===== config.mk =====
export PLATFORM = sky130hd
export DESIGN_NAME = das_supervisor
export DESIGN_NICKNAME = d
export VERILOG_FILES = /design/src/rtl/das_pkg.sv /design/src/rtl/das_supervisor.sv
export VERILOG_INCLUDE_DIRS = /design/src /design/src/rtl
export SDC_FILE = /design/constraint.sdc
export NUM_CORES = 1
export LEC_CHECK = 0
export BUFFER_PORTS_ARGS = -buffer_cell sky130_fd_sc_hd__buf_2
export CORE_MARGIN = 4
export CORE_UTILIZATION = 55
export CTS_BUF_LIST = sky130_fd_sc_hd__clkbuf_4
export CTS_CLUSTER_DIAMETER = 60
export DETAILED_ROUTE_END_ITERATION = 10
export PLACE_DENSITY = 0.78
export SYNTH_ARGS = -nofsm -noshare
export SYNTH_HDL_FRONTEND = slang
export SYNTH_SLANG_ARGS = --single-unit

===== constraint.sdc =====
create_clock -name i_clock -period 4.35 [get_ports i_clock]
set_input_delay 0.87 -clock i_clock [delete_from_list [all_inputs] [get_ports i_clock]]
set_output_delay 0.87 -clock i_clock [all_outputs]
set_load 0.1 [all_outputs]

===== src/rtl/das_regs.svh =====
/*
 * Register offsets, reset values and timing counts of the drive
 * application supervisor. Assumes 16-bit parameter words addressed by
 * their Modbus parameter address.
 */
`ifndef DAS_REGS_SVH
`define DAS_REGS_SVH

`define DAS_ADDR_SLEEP_STATUS   16'h0041
`define DAS_ADDR_KEY_CFG        16'h0602
`define DAS_ADDR_SLEEP_ENABLE   16'h0603
`define DAS_ADDR_WAKE_DIR       16'h0604
`define DAS_ADDR_SLEEP_LEVEL    16'h0700
`define DAS_ADDR_SLEEP_DELAY    16'h0701
`define DAS_ADDR_WAKE_LEVEL     16'h0702
`define DAS_ADDR_WAKE_DELAY     16'h0703
`define DAS_ADDR_LOSS_LEVEL     16'h0800
`define DAS_ADDR_LOSS_TIME      16'h0801
`define DAS_ADDR_LOSS_ACTION    16'h0802

`define DAS_RST_KEY_CFG         16'h0000
`define DAS_RST_SLEEP_ENABLE    16'h0000
`define DAS_RST_WAKE_DIR        16'h0001
`define DAS_RST_SLEEP_LEVEL     16'h0000
`define DAS_RST_SLEEP_DELAY     16'h000A
`define DAS_RST_WAKE_LEVEL      16'h0000
`define DAS_RST_WAKE_DELAY      16'h000A
`define DAS_RST_LOSS_LEVEL      16'h001E
`define DAS_RST_LOSS_TIME       16'h0032
`define DAS_RST_LOSS_ACTION     16'h0000

`define DAS_KEY_REMOTE_EN       16'h0000
`define DAS_KEY_JOG             16'h0001
`define DAS_WAKE_ABOVE          16'h0000
`define DAS_SRC_KEYPAD          4'h0
`define DAS_IN_FUNC_SLEEP       7'h21
`define DAS_OUT_FUNC_LOSS       7'h18
`define DAS_OUT_FUNC_SLEEP      7'h1B
`define DAS_AUX_FUNC_LOSS       5'h10
`define DAS_ACTION_ALARM        16'h0001
`define DAS_ACTION_FAULT        16'h0002

`define DAS_CLOCK_PERIOD_NS     8
`define DAS_TICK_NS             100000000
`define DAS_TICK_W              24

`endif


===== src/rtl/das_pkg.sv =====
/*
 * Types of the drive application supervisor.
 * Assumes nothing beyond a SystemVerilog compiler.
 */
package das_pkg;
    typedef logic [15:0] das_word_t;
    typedef enum logic {
        DAS_AWAKE,
        DAS_ASLEEP
    } das_sleep_state_t;
endpackage


===== src/rtl/das_supervisor.sv =====
/*
 * Drive application supervisor: local/remote key, PID sleep and wakeup,
 * load-loss detection, with the parameter words behind a parameter port.
 * Assumes one 125 MHz clock, a synchronous active-low reset, levels from
 * the drive core on the same clock and raw key and input pins.
 */
`include "das_regs.svh"

module das_supervisor #(
    parameter int TICK_CYCLES = `DAS_TICK_NS / `DAS_CLOCK_PERIOD_NS
) (
    input wire logic i_clock,
    input wire logic i_nrst,
    input wire logic i_reg_wr,
    input wire logic [15:0] i_reg_addr,
    input wire logic [15:0] i_reg_wdata,
    output logic [15:0] o_reg_rdata,
    input wire logic i_drive_running,
    input wire logic [3:0] i_run_source_select,
    input wire logic [3:0] i_freq_source_select,
    input wire logic [3:0] i_pid_enable_select,
    input wire logic [15:0] i_min_output_frequency,
    input wire logic [3:0][6:0] i_input_func_select,
    input wire logic [2:0][6:0] i_output_func_select,
    input wire logic [4:0] i_aux_analog_func_select,
    input wire logic [15:0] i_aux_loss_level,
    input wire logic [15:0] i_pid_output,
    input wire logic [15:0] i_pid_feedback,
    input wire logic [15:0] i_output_current,
    input wire logic i_key_pin,
    input wire logic [3:0] i_digital_in_pin,
    output logic o_remote_mode,
    output logic [3:0] o_run_source,
    output logic [3:0] o_freq_source,
    output logic o_sequence_led,
    output logic o_reference_led,
    output logic o_jog_request,
    output logic o_sleep_active,
    output logic o_pid_integral_clear,
    output logic o_sleep_setting_error,
    output logic o_di_sleep_setting_error,
    output logic [2:0] o_func_output,
    output logic o_load_loss_detected,
    output logic o_load_loss_alarm,
    output logic o_load_loss_fault
);
    // Parameter registers
    das_pkg::das_word_t key_cfg_q, key_cfg_d;
    das_pkg::das_word_t sleep_en_q, sleep_en_d;
    das_pkg::das_word_t wake_dir_q, wake_dir_d;
    das_pkg::das_word_t sleep_lvl_q, sleep_lvl_d;
    das_pkg::das_word_t sleep_dly_q, sleep_dly_d;
    das_pkg::das_word_t wake_lvl_q, wake_lvl_d;
    das_pkg::das_word_t wake_dly_q, wake_dly_d;
    das_pkg::das_word_t loss_lvl_q, loss_lvl_d;
    das_pkg::das_word_t loss_time_q, loss_time_d;
    das_pkg::das_word_t loss_act_q, loss_act_d;
    das_pkg::das_word_t rdata_d;

    // Parameters not changeable in operation refuse writes while running
    always_comb begin
        key_cfg_d = key_cfg_q;
        sleep_en_d = sleep_en_q;
        wake_dir_d = wake_dir_q;
        sleep_lvl_d = sleep_lvl_q;
        sleep_dly_d = sleep_dly_q;
        wake_lvl_d = wake_lvl_q;
        wake_dly_d = wake_dly_q;
        loss_lvl_d = loss_lvl_q;
        loss_time_d = loss_time_q;
        loss_act_d = loss_act_q;
        if (i_reg_wr) begin
            case (i_reg_addr)
                `DAS_ADDR_SLEEP_LEVEL: sleep_lvl_d = i_reg_wdata;
                `DAS_ADDR_SLEEP_DELAY: sleep_dly_d = i_reg_wdata;
                `DAS_ADDR_WAKE_LEVEL: wake_lvl_d = i_reg_wdata;
                `DAS_ADDR_WAKE_DELAY: wake_dly_d = i_reg_wdata;
                default: begin
                end
            endcase
            if (!i_drive_running) begin
                case (i_reg_addr)
                    `DAS_ADDR_KEY_CFG: key_cfg_d = i_reg_wdata;
                    `DAS_ADDR_SLEEP_ENABLE: sleep_en_d = i_reg_wdata;
                    `DAS_ADDR_WAKE_DIR: wake_dir_d = i_reg_wdata;
                    `DAS_ADDR_LOSS_LEVEL: loss_lvl_d = i_reg_wdata;
                    `DAS_ADDR_LOSS_TIME: loss_time_d = i_reg_wdata;
                    `DAS_ADDR_LOSS_ACTION: loss_act_d = i_reg_wdata;
                    default: begin
                    end
                endcase
            end
        end
    end

    always_ff @(posedge i_clock) begin
        if (!i_nrst) begin
            key_cfg_q <= `DAS_RST_KEY_CFG;
            sleep_en_q <= `DAS_RST_SLEEP_ENABLE;
            wake_dir_q <= `DAS_RST_WAKE_DIR;
            sleep_lvl_q <= `DAS_RST_SLEEP_LEVEL;
            sleep_dly_q <= `DAS_RST_SLEEP_DELAY;
            wake_lvl_q <= `DAS_RST_WAKE_LEVEL;
            wake_dly_q <= `DAS_RST_WAKE_DELAY;
            loss_lvl_q <= `DAS_RST_LOSS_LEVEL;
            loss_time_q <= `DAS_RST_LOSS_TIME;
            loss_act_q <= `DAS_RST_LOSS_ACTION;
            o_reg_rdata <= 16'h0000;
        end else begin
            key_cfg_q <= key_cfg_d;
            sleep_en_q <= sleep_en_d;
            wake_dir_q <= wake_dir_d;
            sleep_lvl_q <= sleep_lvl_d;
            sleep_dly_q <= sleep_dly_d;
            wake_lvl_q <= wake_lvl_d;
            wake_dly_q <= wake_dly_d;
            loss_lvl_q <= loss_lvl_d;
            loss_time_q <= loss_time_d;
            loss_act_q <= loss_act_d;
            o_reg_rdata <= rdata_d;
        end
    end

    // Pin synchronisers; stage one feeds stage two only
    logic [4:0] pin_meta_q, pin_sync_q;
    logic key_prev_q;
    always_ff @(posedge i_clock) begin
        if (!i_nrst) begin
            pin_meta_q <= 5'h00;
            pin_sync_q <= 5'h00;
            key_prev_q <= 1'b0;
        end else begin
            pin_meta_q <= {i_digital_in_pin, i_key_pin};
            pin_sync_q <= pin_meta_q;
            key_prev_q <= pin_sync_q[0];
        end
    end

    // Local/remote key and jog
    logic remote_q, remote_d, seq_led_d, ref_led_d, jog_d, key_press;
    logic selectors_keypad;
    always_comb begin
        key_press = pin_sync_q[0] && !key_prev_q;
        selectors_keypad = (i_run_source_select == `DAS_SRC_KEYPAD) &&
            (i_freq_source_select == `DAS_SRC_KEYPAD);
        remote_d = remote_q;
        if (key_cfg_q == `DAS_KEY_REMOTE_EN && key_press &&
            !i_drive_running && !selectors_keypad) begin
            remote_d = !remote_q;
        end
        seq_led_d = remote_d && (i_run_source_select != `DAS_SRC_KEYPAD);
        ref_led_d = remote_d && (i_freq_source_select != `DAS_SRC_KEYPAD);
        jog_d = (key_cfg_q == `DAS_KEY_JOG) && pin_sync_q[0] &&
            !i_drive_running &&
            (i_run_source_select == `DAS_SRC_KEYPAD);
    end

    always_ff @(posedge i_clock) begin
        if (!i_nrst) begin
            remote_q <= 1'b1;
            o_sequence_led <= 1'b0;
            o_reference_led <= 1'b0;
            o_jog_request <= 1'b0;
        end else begin
            remote_q <= remote_d;
            o_sequence_led <= seq_led_d;
            o_reference_led <= ref_led_d;
            o_jog_request <= jog_d;
        end
    end

    assign o_remote_mode = remote_q;
    // Local mode hands both sources to the keypad
    assign o_run_source = remote_q ? i_run_source_select : `DAS_SRC_KEYPAD;
    assign o_freq_source = remote_q ? i_freq_source_select
                                    : `DAS_SRC_KEYPAD;

    // Shared 0.1 s tick keeps the three delay timers coarse but cheap
    logic [`DAS_TICK_W-1:0] tick_cnt_q, tick_cnt_d;
    logic tick;
    always_comb begin
        tick = (tick_cnt_q == `DAS_TICK_W'(TICK_CYCLES - 1));
        tick_cnt_d = tick ? '0 : tick_cnt_q + 1'b1;
    end
    always_ff @(posedge i_clock) begin
        if (!i_nrst) begin
            tick_cnt_q <= '0;
        end else begin
            tick_cnt_q <= tick_cnt_d;
        end
    end

    // Delay timers: 0 sleep start, 1 wakeup, 2 load loss
    logic [2:0] tmr_cond, tmr_done;
    das_pkg::das_word_t tmr_limit [3];
    das_pkg::das_word_t tmr_cnt_q [3];
    das_pkg::das_word_t tmr_cnt_d [3];
    assign tmr_limit[0] = sleep_dly_q;
    assign tmr_limit[1] = wake_dly_q;
    assign tmr_limit[2] = loss_time_q;

    for (genvar k = 0; k < 3; k++) begin : g_tmr
        always_comb begin
            if (!tmr_cond[k]) begin
                tmr_cnt_d[k] = 16'h0000;
            end else if (tick && tmr_cnt_q[k] != 16'hFFFF) begin
                tmr_cnt_d[k] = tmr_cnt_q[k] + 16'h0001;
            end else begin
                tmr_cnt_d[k] = tmr_cnt_q[k];
            end
        end
        assign tmr_done[k] = tmr_cnt_q[k] > tmr_limit[k];
        always_ff @(posedge i_clock) begin
            if (!i_nrst) begin
                tmr_cnt_q[k] <= 16'h0000;
            end else begin
                tmr_cnt_q[k] <= tmr_cnt_d[k];
            end
        end
        a_timer_restart: assert property (@(posedge i_clock)
            disable iff (!i_nrst) !tmr_cond[k] |=> tmr_cnt_q[k] == 16'h0000)
            else $error("delay timer kept counting");
    end

    // Sleep and wakeup
    das_pkg::das_sleep_state_t state_q, state_d;
    logic [3:0] di_sleep_assigned;
    logic any_di_sleep, di_sleep_on, pid_on, sleep_on, sleep_allowed;
    logic wake_cond, sleep_err_d, di_err_d, sleep_run, wake_run;

    for (genvar n = 0; n < 4; n++) begin : g_di
        assign di_sleep_assigned[n] =
            (i_input_func_select[n] == `DAS_IN_FUNC_SLEEP);
    end

    always_comb begin
        any_di_sleep = |di_sleep_assigned;
        di_sleep_on = |(di_sleep_assigned & pin_sync_q[4:1]);
        pid_on = (i_pid_enable_select != 4'h0);
        sleep_on = (sleep_en_q != 16'h0000);
        sleep_err_d = !pid_on && (sleep_en_q == 16'h0001);
        di_err_d = any_di_sleep && (!pid_on || !sleep_on);
        sleep_allowed = pid_on && sleep_on &&
            !((sleep_lvl_q < i_min_output_frequency) && !any_di_sleep);
        wake_cond = (wake_dir_q == `DAS_WAKE_ABOVE) ?
            (i_pid_feedback > wake_lvl_q) :
            (i_pid_feedback < wake_lvl_q);
        sleep_run = sleep_allowed && state_q == das_pkg::DAS_AWAKE &&
            ((i_pid_output < sleep_lvl_q) || di_sleep_on);
        wake_run = state_q == das_pkg::DAS_ASLEEP && wake_cond;
        state_d = state_q;
        case (state_q)
            das_pkg::DAS_AWAKE: begin
                if (tmr_done[0]) begin
                    state_d = das_pkg::DAS_ASLEEP;
                end
            end
            das_pkg::DAS_ASLEEP: begin
                if (!sleep_allowed || tmr_done[1]) begin
                    state_d = das_pkg::DAS_AWAKE;
                end
            end
            default: state_d = das_pkg::DAS_AWAKE;
        endcase
    end

    always_ff @(posedge i_clock) begin
        if (!i_nrst) begin
            state_q <= das_pkg::DAS_AWAKE;
            o_sleep_setting_error <= 1'b0;
            o_di_sleep_setting_error <= 1'b0;
        end else begin
            state_q <= state_d;
            o_sleep_setting_error <= sleep_err_d;
            o_di_sleep_setting_error <= di_err_d;
        end
    end

    assign o_sleep_active = (state_q == das_pkg::DAS_ASLEEP);
    assign o_pid_integral_clear = o_sleep_active;

    // Load loss
    das_pkg::das_word_t loss_level;
    logic loss_d, alarm_d, fault_d, loss_low;
    always_comb begin
        loss_level = (i_aux_analog_func_select == `DAS_AUX_FUNC_LOSS) ?
            i_aux_loss_level : loss_lvl_q;
        loss_low = i_drive_running &&
            (i_output_current < loss_level);
        loss_d = tmr_done[2];
        alarm_d = loss_d && (loss_act_q == `DAS_ACTION_ALARM);
        fault_d = o_load_loss_fault ||
            (loss_d && loss_act_q == `DAS_ACTION_FAULT);
    end
    // One driver for all three timer conditions
    assign tmr_cond = {loss_low, wake_run, sleep_run};

    // Fault latches until reset; the drive has shut down by then
    always_ff @(posedge i_clock) begin
        if (!i_nrst) begin
            o_load_loss_detected <= 1'b0;
            o_load_loss_alarm <= 1'b0;
            o_load_loss_fault <= 1'b0;
        end else begin
            o_load_loss_detected <= loss_d;
            o_load_loss_alarm <= alarm_d;
            o_load_loss_fault <= fault_d;
        end
    end

    for (genvar m = 0; m < 3; m++) begin : g_out
        assign o_func_output[m] =
            (i_output_func_select[m] == `DAS_OUT_FUNC_SLEEP &&
             o_sleep_active) ||
            (i_output_func_select[m] == `DAS_OUT_FUNC_LOSS &&
             o_load_loss_detected);
    end

    // Read port; unmapped addresses read zero
    always_comb begin
        case (i_reg_addr)
            `DAS_ADDR_SLEEP_STATUS: rdata_d = {15'h0000, o_sleep_active};
            `DAS_ADDR_KEY_CFG: rdata_d = key_cfg_q;
            `DAS_ADDR_SLEEP_ENABLE: rdata_d = sleep_en_q;
            `DAS_ADDR_WAKE_DIR: rdata_d = wake_dir_q;
            `DAS_ADDR_SLEEP_LEVEL: rdata_d = sleep_lvl_q;
            `DAS_ADDR_SLEEP_DELAY: rdata_d = sleep_dly_q;
            `DAS_ADDR_WAKE_LEVEL: rdata_d = wake_lvl_q;
            `DAS_ADDR_WAKE_DELAY: rdata_d = wake_dly_q;
            `DAS_ADDR_LOSS_LEVEL: rdata_d = loss_lvl_q;
            `DAS_ADDR_LOSS_TIME: rdata_d = loss_time_q;
            `DAS_ADDR_LOSS_ACTION: rdata_d = loss_act_q;
            default: rdata_d = 16'h0000;
        endcase
    end

    a_remote_at_start: assert property (@(posedge i_clock)
        $rose(i_nrst) |-> o_remote_mode)
        else $error("not remote after reset");
    a_toggle_when_stopped: assert property (@(posedge i_clock)
        disable iff (!i_nrst) $changed(o_remote_mode) |->
        $past(!i_drive_running && key_cfg_q == `DAS_KEY_REMOTE_EN))
        else $error("toggle while running or key as jog");
    a_toggle_inhibit: assert property (@(posedge i_clock)
        disable iff (!i_nrst) $changed(o_remote_mode) |->
        $past(i_run_source_select != 4'h0 || i_freq_source_select != 4'h0))
        else $error("toggle with both selectors zero");
    a_local_leds_off: assert property (@(posedge i_clock)
        disable iff (!i_nrst) !o_remote_mode |->
        !o_sequence_led && !o_reference_led && o_run_source == 4'h0)
        else $error("local mode shows remote sources");
    a_jog_gate: assert property (@(posedge i_clock)
        disable iff (!i_nrst) o_jog_request |->
        $past(!i_drive_running && i_run_source_select == 4'h0))
        else $error("jog outside stop or keypad source");
    a_sleep_error: assert property (@(posedge i_clock)
        disable iff (!i_nrst)
        (i_pid_enable_select == 4'h0 && sleep_en_q == 16'h0001) |=>
        o_sleep_setting_error)
        else $error("sleep setting error missing");
    a_sleep_entry: assert property (@(posedge i_clock)
        disable iff (!i_nrst) $rose(o_sleep_active) |->
        $past(tmr_cnt_q[0] > sleep_dly_q))
        else $error("sleep entered before delay");
    a_wake_exit: assert property (@(posedge i_clock)
        disable iff (!i_nrst) $fell(o_sleep_active) && $past(sleep_allowed)
        |-> $past(tmr_cnt_q[1] > wake_dly_q))
        else $error("wakeup before delay");
    a_loss_fault: assert property (@(posedge i_clock)
        disable iff (!i_nrst) $rose(o_load_loss_fault) |->
        o_load_loss_detected && loss_act_q == `DAS_ACTION_FAULT)
        else $error("fault without fault action");

    c_remote_toggle: cover property (@(posedge i_clock)
        disable iff (!i_nrst) $fell(o_remote_mode));
    c_sleep_wake: cover property (@(posedge i_clock)
        disable iff (!i_nrst) $fell(o_sleep_active) && tmr_done[1]);
    c_loss_fault: cover property (@(posedge i_clock)
        disable iff (!i_nrst) $rose(o_load_loss_fault));
endmodule


======== Yosys cells after proc, flatten, opt, wreduce, memory -nomap -nowiden ========
Memories as Yosys holds them, arrays and structs flattened.
Cells that the tools add are included.
operators by class
  order comparisons ....................... 8
  reductions and logical operators ........ 67
  add/subtract/negate cells ............... 4
  bitwise gates (word level) .............. 7
  equal/unequal tests ..................... 30
  div/mod/pow operators ................... 0
  mux-type cells .......................... 20
  multiply operators ...................... 0
  shift operators ......................... 0
operators with widths
  operator               count
  $pmux 16 s11           1
  $mux 16                10
  $eq 16x11->1 const B   7
  $gt 16x16->1           4
  $lt 16x16->1           4
  $add 16x1->16 const B  3
  $eq 16x1->1 const B    3
  $eq 16x12->1 const B   3
  $ne 16x16->1 const B   3
  $eq 7x5->1 const B     6
  $logic_not 16->1       2
  $logic_and 1x1->1      30
  $eq 7x6->1 const B     4
  $add 24x1->24 const B  1
  $eq 24x24->1 const B   1
  $reduce_and 3->1       6
  $eq 16x2->1 const B    1
  $eq 16x7->1 const B    1
  $reduce_bool 16->1     1
  $reduce_bool 4->1      3
  $logic_not 1->1        9
  $logic_not 4->1        2
  $mux 4                 2
  $reduce_and 2->1       4
  9 further kinds        25
word-level totals
  input bits .............................. 187
  memories kept ........................... 1
  memory bits (writable) .................. 48
  memory bits (read-only) ................. 0
  bits in latches ......................... 0
  output and inout bits ................... 38
  register bits ........................... 221
memories
  name       depth  bits a word  read ports  clocked after memory_dff  wr ports  line                   text
  tmr_cnt_q  3      16           3           0                         3         das_supervisor.sv:196  das_pkg::das_word_t tmr_cnt_q [3];

======== Longest topological paths before layout ========
Gate-level depths: netlist of run 1.
  depth in word-level cells ............... 10
  mapped depth ............................ 13

======== Least setup slack after synthesis of run 1 ========
OpenSTA, ideal clock, no wires.
  kind .................................... register -> output
  start ................................... register o_load_loss_detected
  end ..................................... output o_func_output[0]
  arrival time ............................ 4.125 ns
  stages on the path, launching flop included .. 4
  slack ................................... -0.645 ns
  cells stage by stage .................... dfxtp_1 > nor3b_1 > a31oi_1 > nor4_1
on the way
  cells in the longest elaborated chain, start to end .. 2
RTL lines
  element                 line                   text
  start, declared         das_supervisor.sv:43   output logic o_load_loss_detected,
  start signal, assigned  das_supervisor.sv:305  o_load_loss_detected <= loss_d;
  $logic_and 1x1->1       das_supervisor.sv:315  (i_output_func_select[m] == `DAS_OUT_FUNC_LOSS &&
  $logic_or 1x1->1        das_supervisor.sv:313  (i_output_func_select[m] == `DAS_OUT_FUNC_SLEEP &&
  end, declared           das_supervisor.sv:42   output logic [2:0] o_func_output,
Every way passes these cells.

==> results.py, run 1 <==
metrics = {
    "global_routing": {
        "groute.usage.overall_pct": 30.28,
        "global_route_total_overflow": 0,
        "grt_pass1_wl_um": 70680,
        "vias_in_the_first_global_route": 13325,
        "grt_start_max_net_pins": 85,
        "antenna_violations_before_repair": 2,
    },
    "logic_synthesis": {
        "synth-main-ff-cell": "sky130_fd_sc_hd__dfxtp_1",
        "synth_enable_flop_cells": 0,
        "sequential_to_total_area_share_from_yosys_stat_pct": 36.54,
        "synth.distinct_cells": 74,
        "syn_area_um2": 14740,
        "synth_seq_cells": 269,
        "post_synth.cell_area_avg_um2": 8.166,
        "yosys_warnings": 0,
        "synthesis.instances": 1805,
        "postSynthNetCount": 2105,
        "async_reset_ff_share_pct": 0,
    },
    "place": {
        "dpl_cell_area_um2": 16050,
        "gp_congestion": 1.027,
        "dp_hpwl_um": 34140,
        "port_buffers": 224,
    },
    "clock_tree": {
        "holdBufCountCts": 0,
        "cts_sinks": 269,
        "cts_made_buffers": 75,
        "clock_pin_slew_on_the_worst_setup_and_hold_paths_ps": 60,
        "cts-root-to-sink-buffers": 3,
        "postCtsSetupBuffers": 0,
        "clock_tree.root_cell": "sky130_fd_sc_hd__clkbuf_4",
        "cts-htree-levels": 3,
        "post_cts_resized": 0,
        "clock_latency_ps": 680,
        "cts_tree": "done",
    },
    "floorplan": {
        "floorplan.core_area_um2": 26210,
        "die_h_um": 171.7,
        "die_area_um2": 29480,
        "start_util_pct": 56.24,
        "die_w_um": 171.7,
        "top_level_ports": 225,
        "core.rowCount": 59,
    },
    "timing": {
        "finalCritPeriodShare_pct": 75.91,
        "clock.fmax_ghz": 0.3028,
        "timing.setup.tns_ps": 0,
        "post-route-min-period_ps": 3302,
        "report.final.setup_viol": 0,
        "final-hold-violation-count": 0,
        "max_slew.worst_pin.slew_ps": 1052,
        "final.hold.worst_slack_ps": 399.1,
        "rsz0062_at_grt": "false",
        "slew_viol_final": 0,
        "slew-limit-headroom_pct": 29.51,
        "finalClockSkew_ps": 31.51,
    },
    "routing": {
        "drt-wirelength-per-cell_um": 19.12,
        "drc": 0,
        "drt-total-wl_um": 46050,
        "drt_first_pass_iters": 8,
        "ant_nets": 0,
        "initialDrtViolationCount": 1448,
        "vias": 14346,
        "vias_per_cell": 5.958,
    },
    "critical_path": {
        "critical_path.reg2reg.startpoint": "tick_cnt_q[14]",
        "worst_path_largest_cell_delay_ps": 620,
        "crit_path_max_fanout": 16,
        "critical_path.slowest_cell": "sky130_fd_sc_hd__a2111o_1",
        "timing.critical_path.arrival_ps": 3870,
        "nature_of_the_critical_path_endpoint": "flip-flop",
        "cp-start-kind": "primary input",
        "critical_path_required_ps": 4920,
        "startpoint": "i_aux_analog_func_select[1]",
        "critPathKind": "in2reg",
        "chain_of_cells_forming_the_critical_path": "buf_2 -> nor4_1 -> and2_1 -> buf_4 -> mux2i_1 -> ha_1 -> a21o_1 -> a21oi_1 -> nor2_1 -> a2111o_1 -> a211oi_1",
    },
    "power": {
        "vdd_ir_drop_max_v": 0.0002085,
        "post-layout-total-power_w": 0.005183,
        "p_per_area_nw_per_um2": 304.9,
        "leakage_nw": 6.453,
    },
    "run": {
        "number_of_maximum_capacitance_constraint_violations": 0,
    },
    "cells_and_area": {
        "final_net_count": 2321,
        "fin_util_pct": 64.87,
        "growth_of_design_area_from_synthesis_to_finish_pct": 15.34,
        "layout-drive-gt1-share_pct": 18.01,
        "final_cell_area_um2": 17000,
    },
    "run_status": {
        "status": "finished clean",
    },
    "hold_path": {
        "min-delay-path-class": "in2reg",
        "hold_start": "i_digital_in_pin[1]",
    },
}
cell families after synthesis:
family | Yosys count | share of synthesized area, %
AND/OR/NAND/NOR | 752 | 24.51
AO/OA/AOI/OAI | 358 | 17.68
flip-flops | 269 | 36.54
buffers and inverters | 217 | 5.654
adder cells (fa/ha/maj) | 113 | 9.593
XOR/XNOR | 58 | 3.447
multiplexers | 38 | 2.581
final cells by class:
cell class	count	area, µm²
Fill cell	2295	9206
Tap cell	335	419.2
Inverter	113	424.2
Antenna cell	2	5.005
Clock buffer	102	765.7
Clock inverter	25	176.4
Timing Repair Buffer	243	1266
Multi-Input combinational cell	1319	8558
Sequential cell	269	5385
cells in the mapped netlist (all sizes together) (10+ instances only):
cell | count | area share [%]
a21boi | 149 | 7.6
a21o | 14 | 0.71
a21oi | 35 | 1.2
a221oi | 17 | 1.0
a222oi | 13 | 0.88
a22oi | 18 | 0.92
a31oi | 21 | 0.89
and2 | 30 | 1.3
and3 | 20 | 0.86
and4 | 10 | 0.59
buf | 15 | 0.50
clkbuf | 89 | 2.3
dfxtp | 269 | 37
ha | 113 | 9.6
inv | 113 | 2.9
mux2i | 38 | 2.6
nand2 | 350 | 9.0
nand3 | 69 | 2.3
nand4 | 37 | 1.6
nor2 | 94 | 2.4
nor2b | 11 | 0.47
nor3 | 31 | 1.1
nor4 | 45 | 2.1
o211ai | 10 | 0.54
o21ai | 26 | 0.88
o2bb2ai | 13 | 0.77
or3 | 11 | 0.48
xnor2 | 33 | 2.0
xor2 | 25 | 1.5
metrics by stage:
step	setup slack [ps]	cells
final	1048	2408
after global routing	767.3	2408
after CTS	1054	2406
after detailed placement	351.0	2279
after global placement	433.4	2279
after floorplan	371.7	1805
layer usage:
layer	track usage [%]	vias to the layer above	wire length (µm)
li1	-	6812	-
met1	39.97	6652	19010
met2	48.77	776	20540
met3	6.458	106	4923
met4	11.57	0	1572
met5	0	-	0
path summary, 6_finish.rpt:
path,to,slack (ps),cells after the start
max,tmr_cnt_q[2][12],1050,11
min,pin_meta_q[2],400,2
max reg2reg,tmr_cnt_q[1][6],1400,6
min reg2reg,pin_sync_q[3],440,1
report_power, final:
group          internal [W]  leakage, nW  switching [W]
combinational      0.000136         3.73       0.000243
sequential          0.00247         2.17     0.00000599
clock               0.00126        0.559        0.00106
total               0.00387         6.45        0.00131
state kept, by name, indices dropped and copies added, names as in the netlist, 5 cells and up:
| register | cells |
|---|---|
| key_cfg_q | 16 |
| loss_act_q | 16 |
| loss_lvl_q | 16 |
| loss_time_q | 16 |
| o_reg_rdata | 16 |
| pin_meta_q | 5 |
| pin_sync_q | 5 |
| sleep_dly_q | 16 |
| sleep_en_q | 16 |
| sleep_lvl_q | 16 |
| tick_cnt_q | 24 |
| tmr_cnt_q | 48 |
| wake_dir_q | 16 |
| wake_dly_q | 16 |
| wake_lvl_q | 16 |
cells in the final DEF, fill, tap and decap left out, drive strengths merged, types with 30 or more instances in the layout:
cell	synthesis	layout
nor3	31	31
mux2i	38	38
ha	113	113
nand2	350	350
a21oi	35	35
clkbuf	89	102
inv	113	115
buf	15	243
and2	30	30
nand4	37	37
xnor2	33	33
dfxtp	269	269
nor4	45	45
nor2	94	94
a21boi	149	149
nand3	69	69
worst max-delay path, delay by kind of cell:
| family | cells | cell delay (ps) |
|---|---|---|
| mux | 1 | 210 |
| fa+ha+maj | 1 | 270 |
| compound gates | 4 | 1180 |
| simple gates | 3 | 990 |
| buf+inv | 2 | 330 |
Power figures use the tool's default switching activity.
==> run 2, diff against run 1 <==
--- a/config.mk
+++ b/config.mk
@@ -6,13 +6,14 @@
 export SDC_FILE = /design/constraint.sdc
 export NUM_CORES = 1
 export LEC_CHECK = 0
+export ABC_AREA = 1
 export BUFFER_PORTS_ARGS = -buffer_cell sky130_fd_sc_hd__buf_2
 export CORE_MARGIN = 4
 export CORE_UTILIZATION = 55
 export CTS_BUF_LIST = sky130_fd_sc_hd__clkbuf_4
 export CTS_CLUSTER_DIAMETER = 60
 export DETAILED_ROUTE_END_ITERATION = 10
-export PLACE_DENSITY = 0.78
+export PLACE_DENSITY = 0.77
 export SYNTH_ARGS = -nofsm -noshare
 export SYNTH_HDL_FRONTEND = slang
 export SYNTH_SLANG_ARGS = --single-unit
==> constraint.sdc (replaced) <==
create_clock -name i_clock -period 3.37 [get_ports i_clock]
set_input_delay 0.674 -clock i_clock [delete_from_list [all_inputs] [get_ports i_clock]]
set_output_delay 0.674 -clock i_clock [all_outputs]
set_load 0.1 [all_outputs]
==> run 2 against run 1 <==
Against the previous run: utilization down 0.17 points; sequential power is 29% higher; synthesized cell count increased by 20%; worst hold slack got worse by 210 ps; cell area grew 2.6%; critical path type is now reg2out; critical endpoint is now o_func_output[0]; largest cell class unchanged.
==> results.py, run 2 <==
metrics = {
    "clock_tree": {
        "cts_sinks": 269,
        "cts-htree-levels": 3,
        "cts-root-to-sink-buffers": 3,
        "post_cts_resized": 0,
        "cts_made_buffers": 75,
        "cts_tree": "done",
        "postCtsSetupBuffers": 0,
        "clock_tree.root_cell": "sky130_fd_sc_hd__clkbuf_4",
        "holdBufCountCts": 0,
        "clock_pin_slew_on_the_worst_setup_and_hold_paths_ps": 60,
        "clock_latency_ps": 700,
    },
    "global_routing": {
        "groute.usage.overall_pct": 30.76,
        "vias_in_the_first_global_route": 14520,
        "antenna_violations_before_repair": 5,
        "grt_pass1_wl_um": 74970,
        "global_route_total_overflow": 0,
        "grt_start_max_net_pins": 55,
    },
    "critical_path": {
        "chain_of_cells_forming_the_critical_path": "nand2_1 -> nand2_1 -> o21ai_0 -> nor4_4 -> buf_2",
        "nature_of_the_critical_path_endpoint": "output pin",
        "critical_path_required_ps": 2700,
        "critical_path.reg2reg.startpoint": "tick_cnt_q[10]",
        "crit_path_max_fanout": 8,
        "cp_num_cells": 5,
        "worst_path_largest_cell_delay_ps": 500,
        "path_buf_inv": 1,
        "cp_top_family": "flip-flops",
        "critical_r2r_capture": "tmr_cnt_q[1][6]",
        "critical_path.slowest_cell": "sky130_fd_sc_hd__dfxtp_1",
        "cp-endpoint": "o_func_output[0]",
        "startpoint": "o_pid_integral_clear",
        "ff2ff_setup_slack_ps": 1000,
        "crit_path_frequent_cell": "sky130_fd_sc_hd__nand2_1",
        "timing.critical_path.arrival_ps": 2150,
        "critPathKind": "reg2out",
        "r2r.worst_path.cells": 9,
        "cp-start-kind": "flip-flop",
    },
    "timing": {
        "final-hold-violation-count": 0,
        "slew_viol_final": 0,
        "post-route-worst-setup-slack_ps": 550.2,
        "finalClockSkew_ps": 70.95,
        "max_slew.worst_pin.slew_ps": 966.2,
        "report.final.setup_viol": 0,
        "post-route-min-period_ps": 2820,
        "rsz0062_at_grt": "false",
        "clock.fmax_ghz": 0.3546,
        "timing.setup.tns_ps": 0,
        "slew-limit-headroom_pct": 35.15,
        "finalCritPeriodShare_pct": 83.67,
    },
    "logic_synthesis": {
        "synth.top_cells.by_area": "sky130_fd_sc_hd__dfxtp_1 36%, sky130_fd_sc_hd__ha_1 9.4%, sky130_fd_sc_hd__nand2_1 8.7%",
        "syn_area_um2": 15100,
        "synth-main-ff-cell": "sky130_fd_sc_hd__dfxtp_1",
        "synth.distinct_cells": 45,
        "postSynthNetCount": 2461,
        "netlist.top_cell.by_area": "sky130_fd_sc_hd__dfxtp_1",
        "synthesis.instances": 2161,
        "sequential_to_total_area_share_from_yosys_stat_pct": 35.66,
        "yosys.area.top_type_share_pct": 35.66,
        "post-synth-top-count-cell": "sky130_fd_sc_hd__nand2_1",
        "synth.cells.most_frequent": "351 x sky130_fd_sc_hd__nand2_1, 331 x sky130_fd_sc_hd__inv_1, 269 x sky130_fd_sc_hd__dfxtp_1",
        "synth_seq_cells": 269,
        "synth_enable_flop_cells": 0,
        "async_reset_ff_share_pct": 0,
        "post_synth.cell_area_avg_um2": 6.988,
        "yosys_warnings": 0,
    },
    "place": {
        "port_buffers": 224,
        "dp_hpwl_um": 36220,
        "placement.setup.worst_slack_ps": 354.7,
        "numPlacedInstances": 2654,
        "gp_congestion": 0.9778,
    },
    "hold_path": {
        "min-delay-path-class": "in2reg",
    },
    "cells_and_area": {
        "layout.area.seq_um2": 5385,
        "multi_input_comb_area_um2": 8107,
        "largest_reg_flops": 48,
        "final-instance-count-excl-fill": 2781,
        "registers.top_by_ff_count": "tmr_cnt_q",
        "fin_util_pct": 64.70,
        "leading_registers_by_flop_count": "tmr_cnt_q x48, tick_cnt_q x24",
        "final_net_count": 2690,
        "growth_of_design_area_from_synthesis_to_finish_pct": 15.48,
        "layout-drive-gt1-share_pct": 15.96,
        "layout_common_cells": "351 x sky130_fd_sc_hd__nand2_1, 331 x sky130_fd_sc_hd__inv_1, 269 x sky130_fd_sc_hd__dfxtp_1",
        "fillerInstances": 2426,
        "mostFrequentLayoutCell": "sky130_fd_sc_hd__nand2_1",
    },
    "floorplan": {
        "die_w_um": 173.7,
        "start_util_pct": 56.03,
        "core.rowCount": 60,
        "floorplan.core_area_um2": 26950,
        "die_area_um2": 30170,
        "die_h_um": 173.7,
        "top_level_ports": 225,
    },
    "run": {
        "number_of_maximum_capacitance_constraint_violations": 0,
    },
    "routing": {
        "ant_nets": 0,
        "drc": 0,
        "vias_per_cell": 5.571,
        "drt-total-wl_um": 48380,
        "drt-wirelength-per-cell_um": 17.39,
        "drt_first_pass_iters": 6,
        "initialDrtViolationCount": 1347,
        "vias": 15494,
    },
    "power": {
        "p_per_area_nw_per_um2": 386.0,
        "vdd_ir_drop_max_v": 0.0002297,
        "leakage_nw": 7.656,
    },
    "run_status": {
        "status": "finished clean",
    },
}
==> run 2: layer usage <==
metal / routed length (µm) / vias up / GRT usage [%]
li1: - / 7650 / -
met1: 19220 / 7030 / 37.34
met2: 22810 / 678 / 52.28
met3: 4442 / 134 / 7.176
met4: 1897 / 2 / 13.39
met5: 13 / - / 0
==> run 2: kinds of logic after synthesis <==
family | count (synthesis) | share of synthesized area (%)
compound gates | 500 | 17.97
xor+xnor | 46 | 2.668
fa+ha+maj | 113 | 9.363
buf+inv | 431 | 10.95
flops | 269 | 35.66
mux | 3 | 0.1989
simple gates | 799 | 23.18
==> run 2: worst min path at each step <==
stage | from | to | slack (ps) | depth (start not counted)
2_1_floorplan | pin_meta_q[0] | pin_sync_q[0] | 390 | 2
4_1_cts | i_key_pin | pin_meta_q[0] | 130 | 3
3_3_place_gp | pin_meta_q[3] | pin_sync_q[3] | 400 | 2
3_5_place_dp | pin_meta_q[3] | pin_sync_q[3] | 410 | 2
6_report | i_digital_in_pin[1] | pin_meta_q[2] | 180 | 3
5_1_grt | i_key_pin | pin_meta_q[0] | 150 | 3
==> run 2: worst min-delay path: cells and delay by family <==
kind / cells / cell delay (ps)
buffers and inverters: 2 / 110
and+or+nand+nor: 1 / 40
==> run 2: stage by stage <==
stage	hold WS, ps	total power (W)	area (µm²)
after floorplan	390.5	0.003540	15150
after global placement	401.2	0.003739	16480
after detailed placement	409.1	0.003754	16480
after CTS	132.4	0.006771	17430
after global routing	146.3	0.007019	17440
final	184.2	0.006730	17440
==> run 2: cell type report <==
| cell class | count | share of cell area, % |
|---|---|---|
| Timing Repair Buffer | 245 | 7.419 |
| Antenna cell | 3 | 0.04305 |
| Tap cell | 341 | 2.447 |
| Clock buffer | 108 | 4.649 |
| Inverter | 338 | 7.276 |
| Clock inverter | 16 | 0.7964 |
| Sequential cell | 269 | 30.88 |
| Multi-Input combinational cell | 1461 | 46.49 |
==> run 2: where the power goes <==
part	internal (W)	switching, W	leakage [nW]
registers	0.00319	0.00000681	2.17
logic	0.000163	0.000331	4.92
clock network	0.00168	0.00135	0.565
total	0.00504	0.00169	7.66
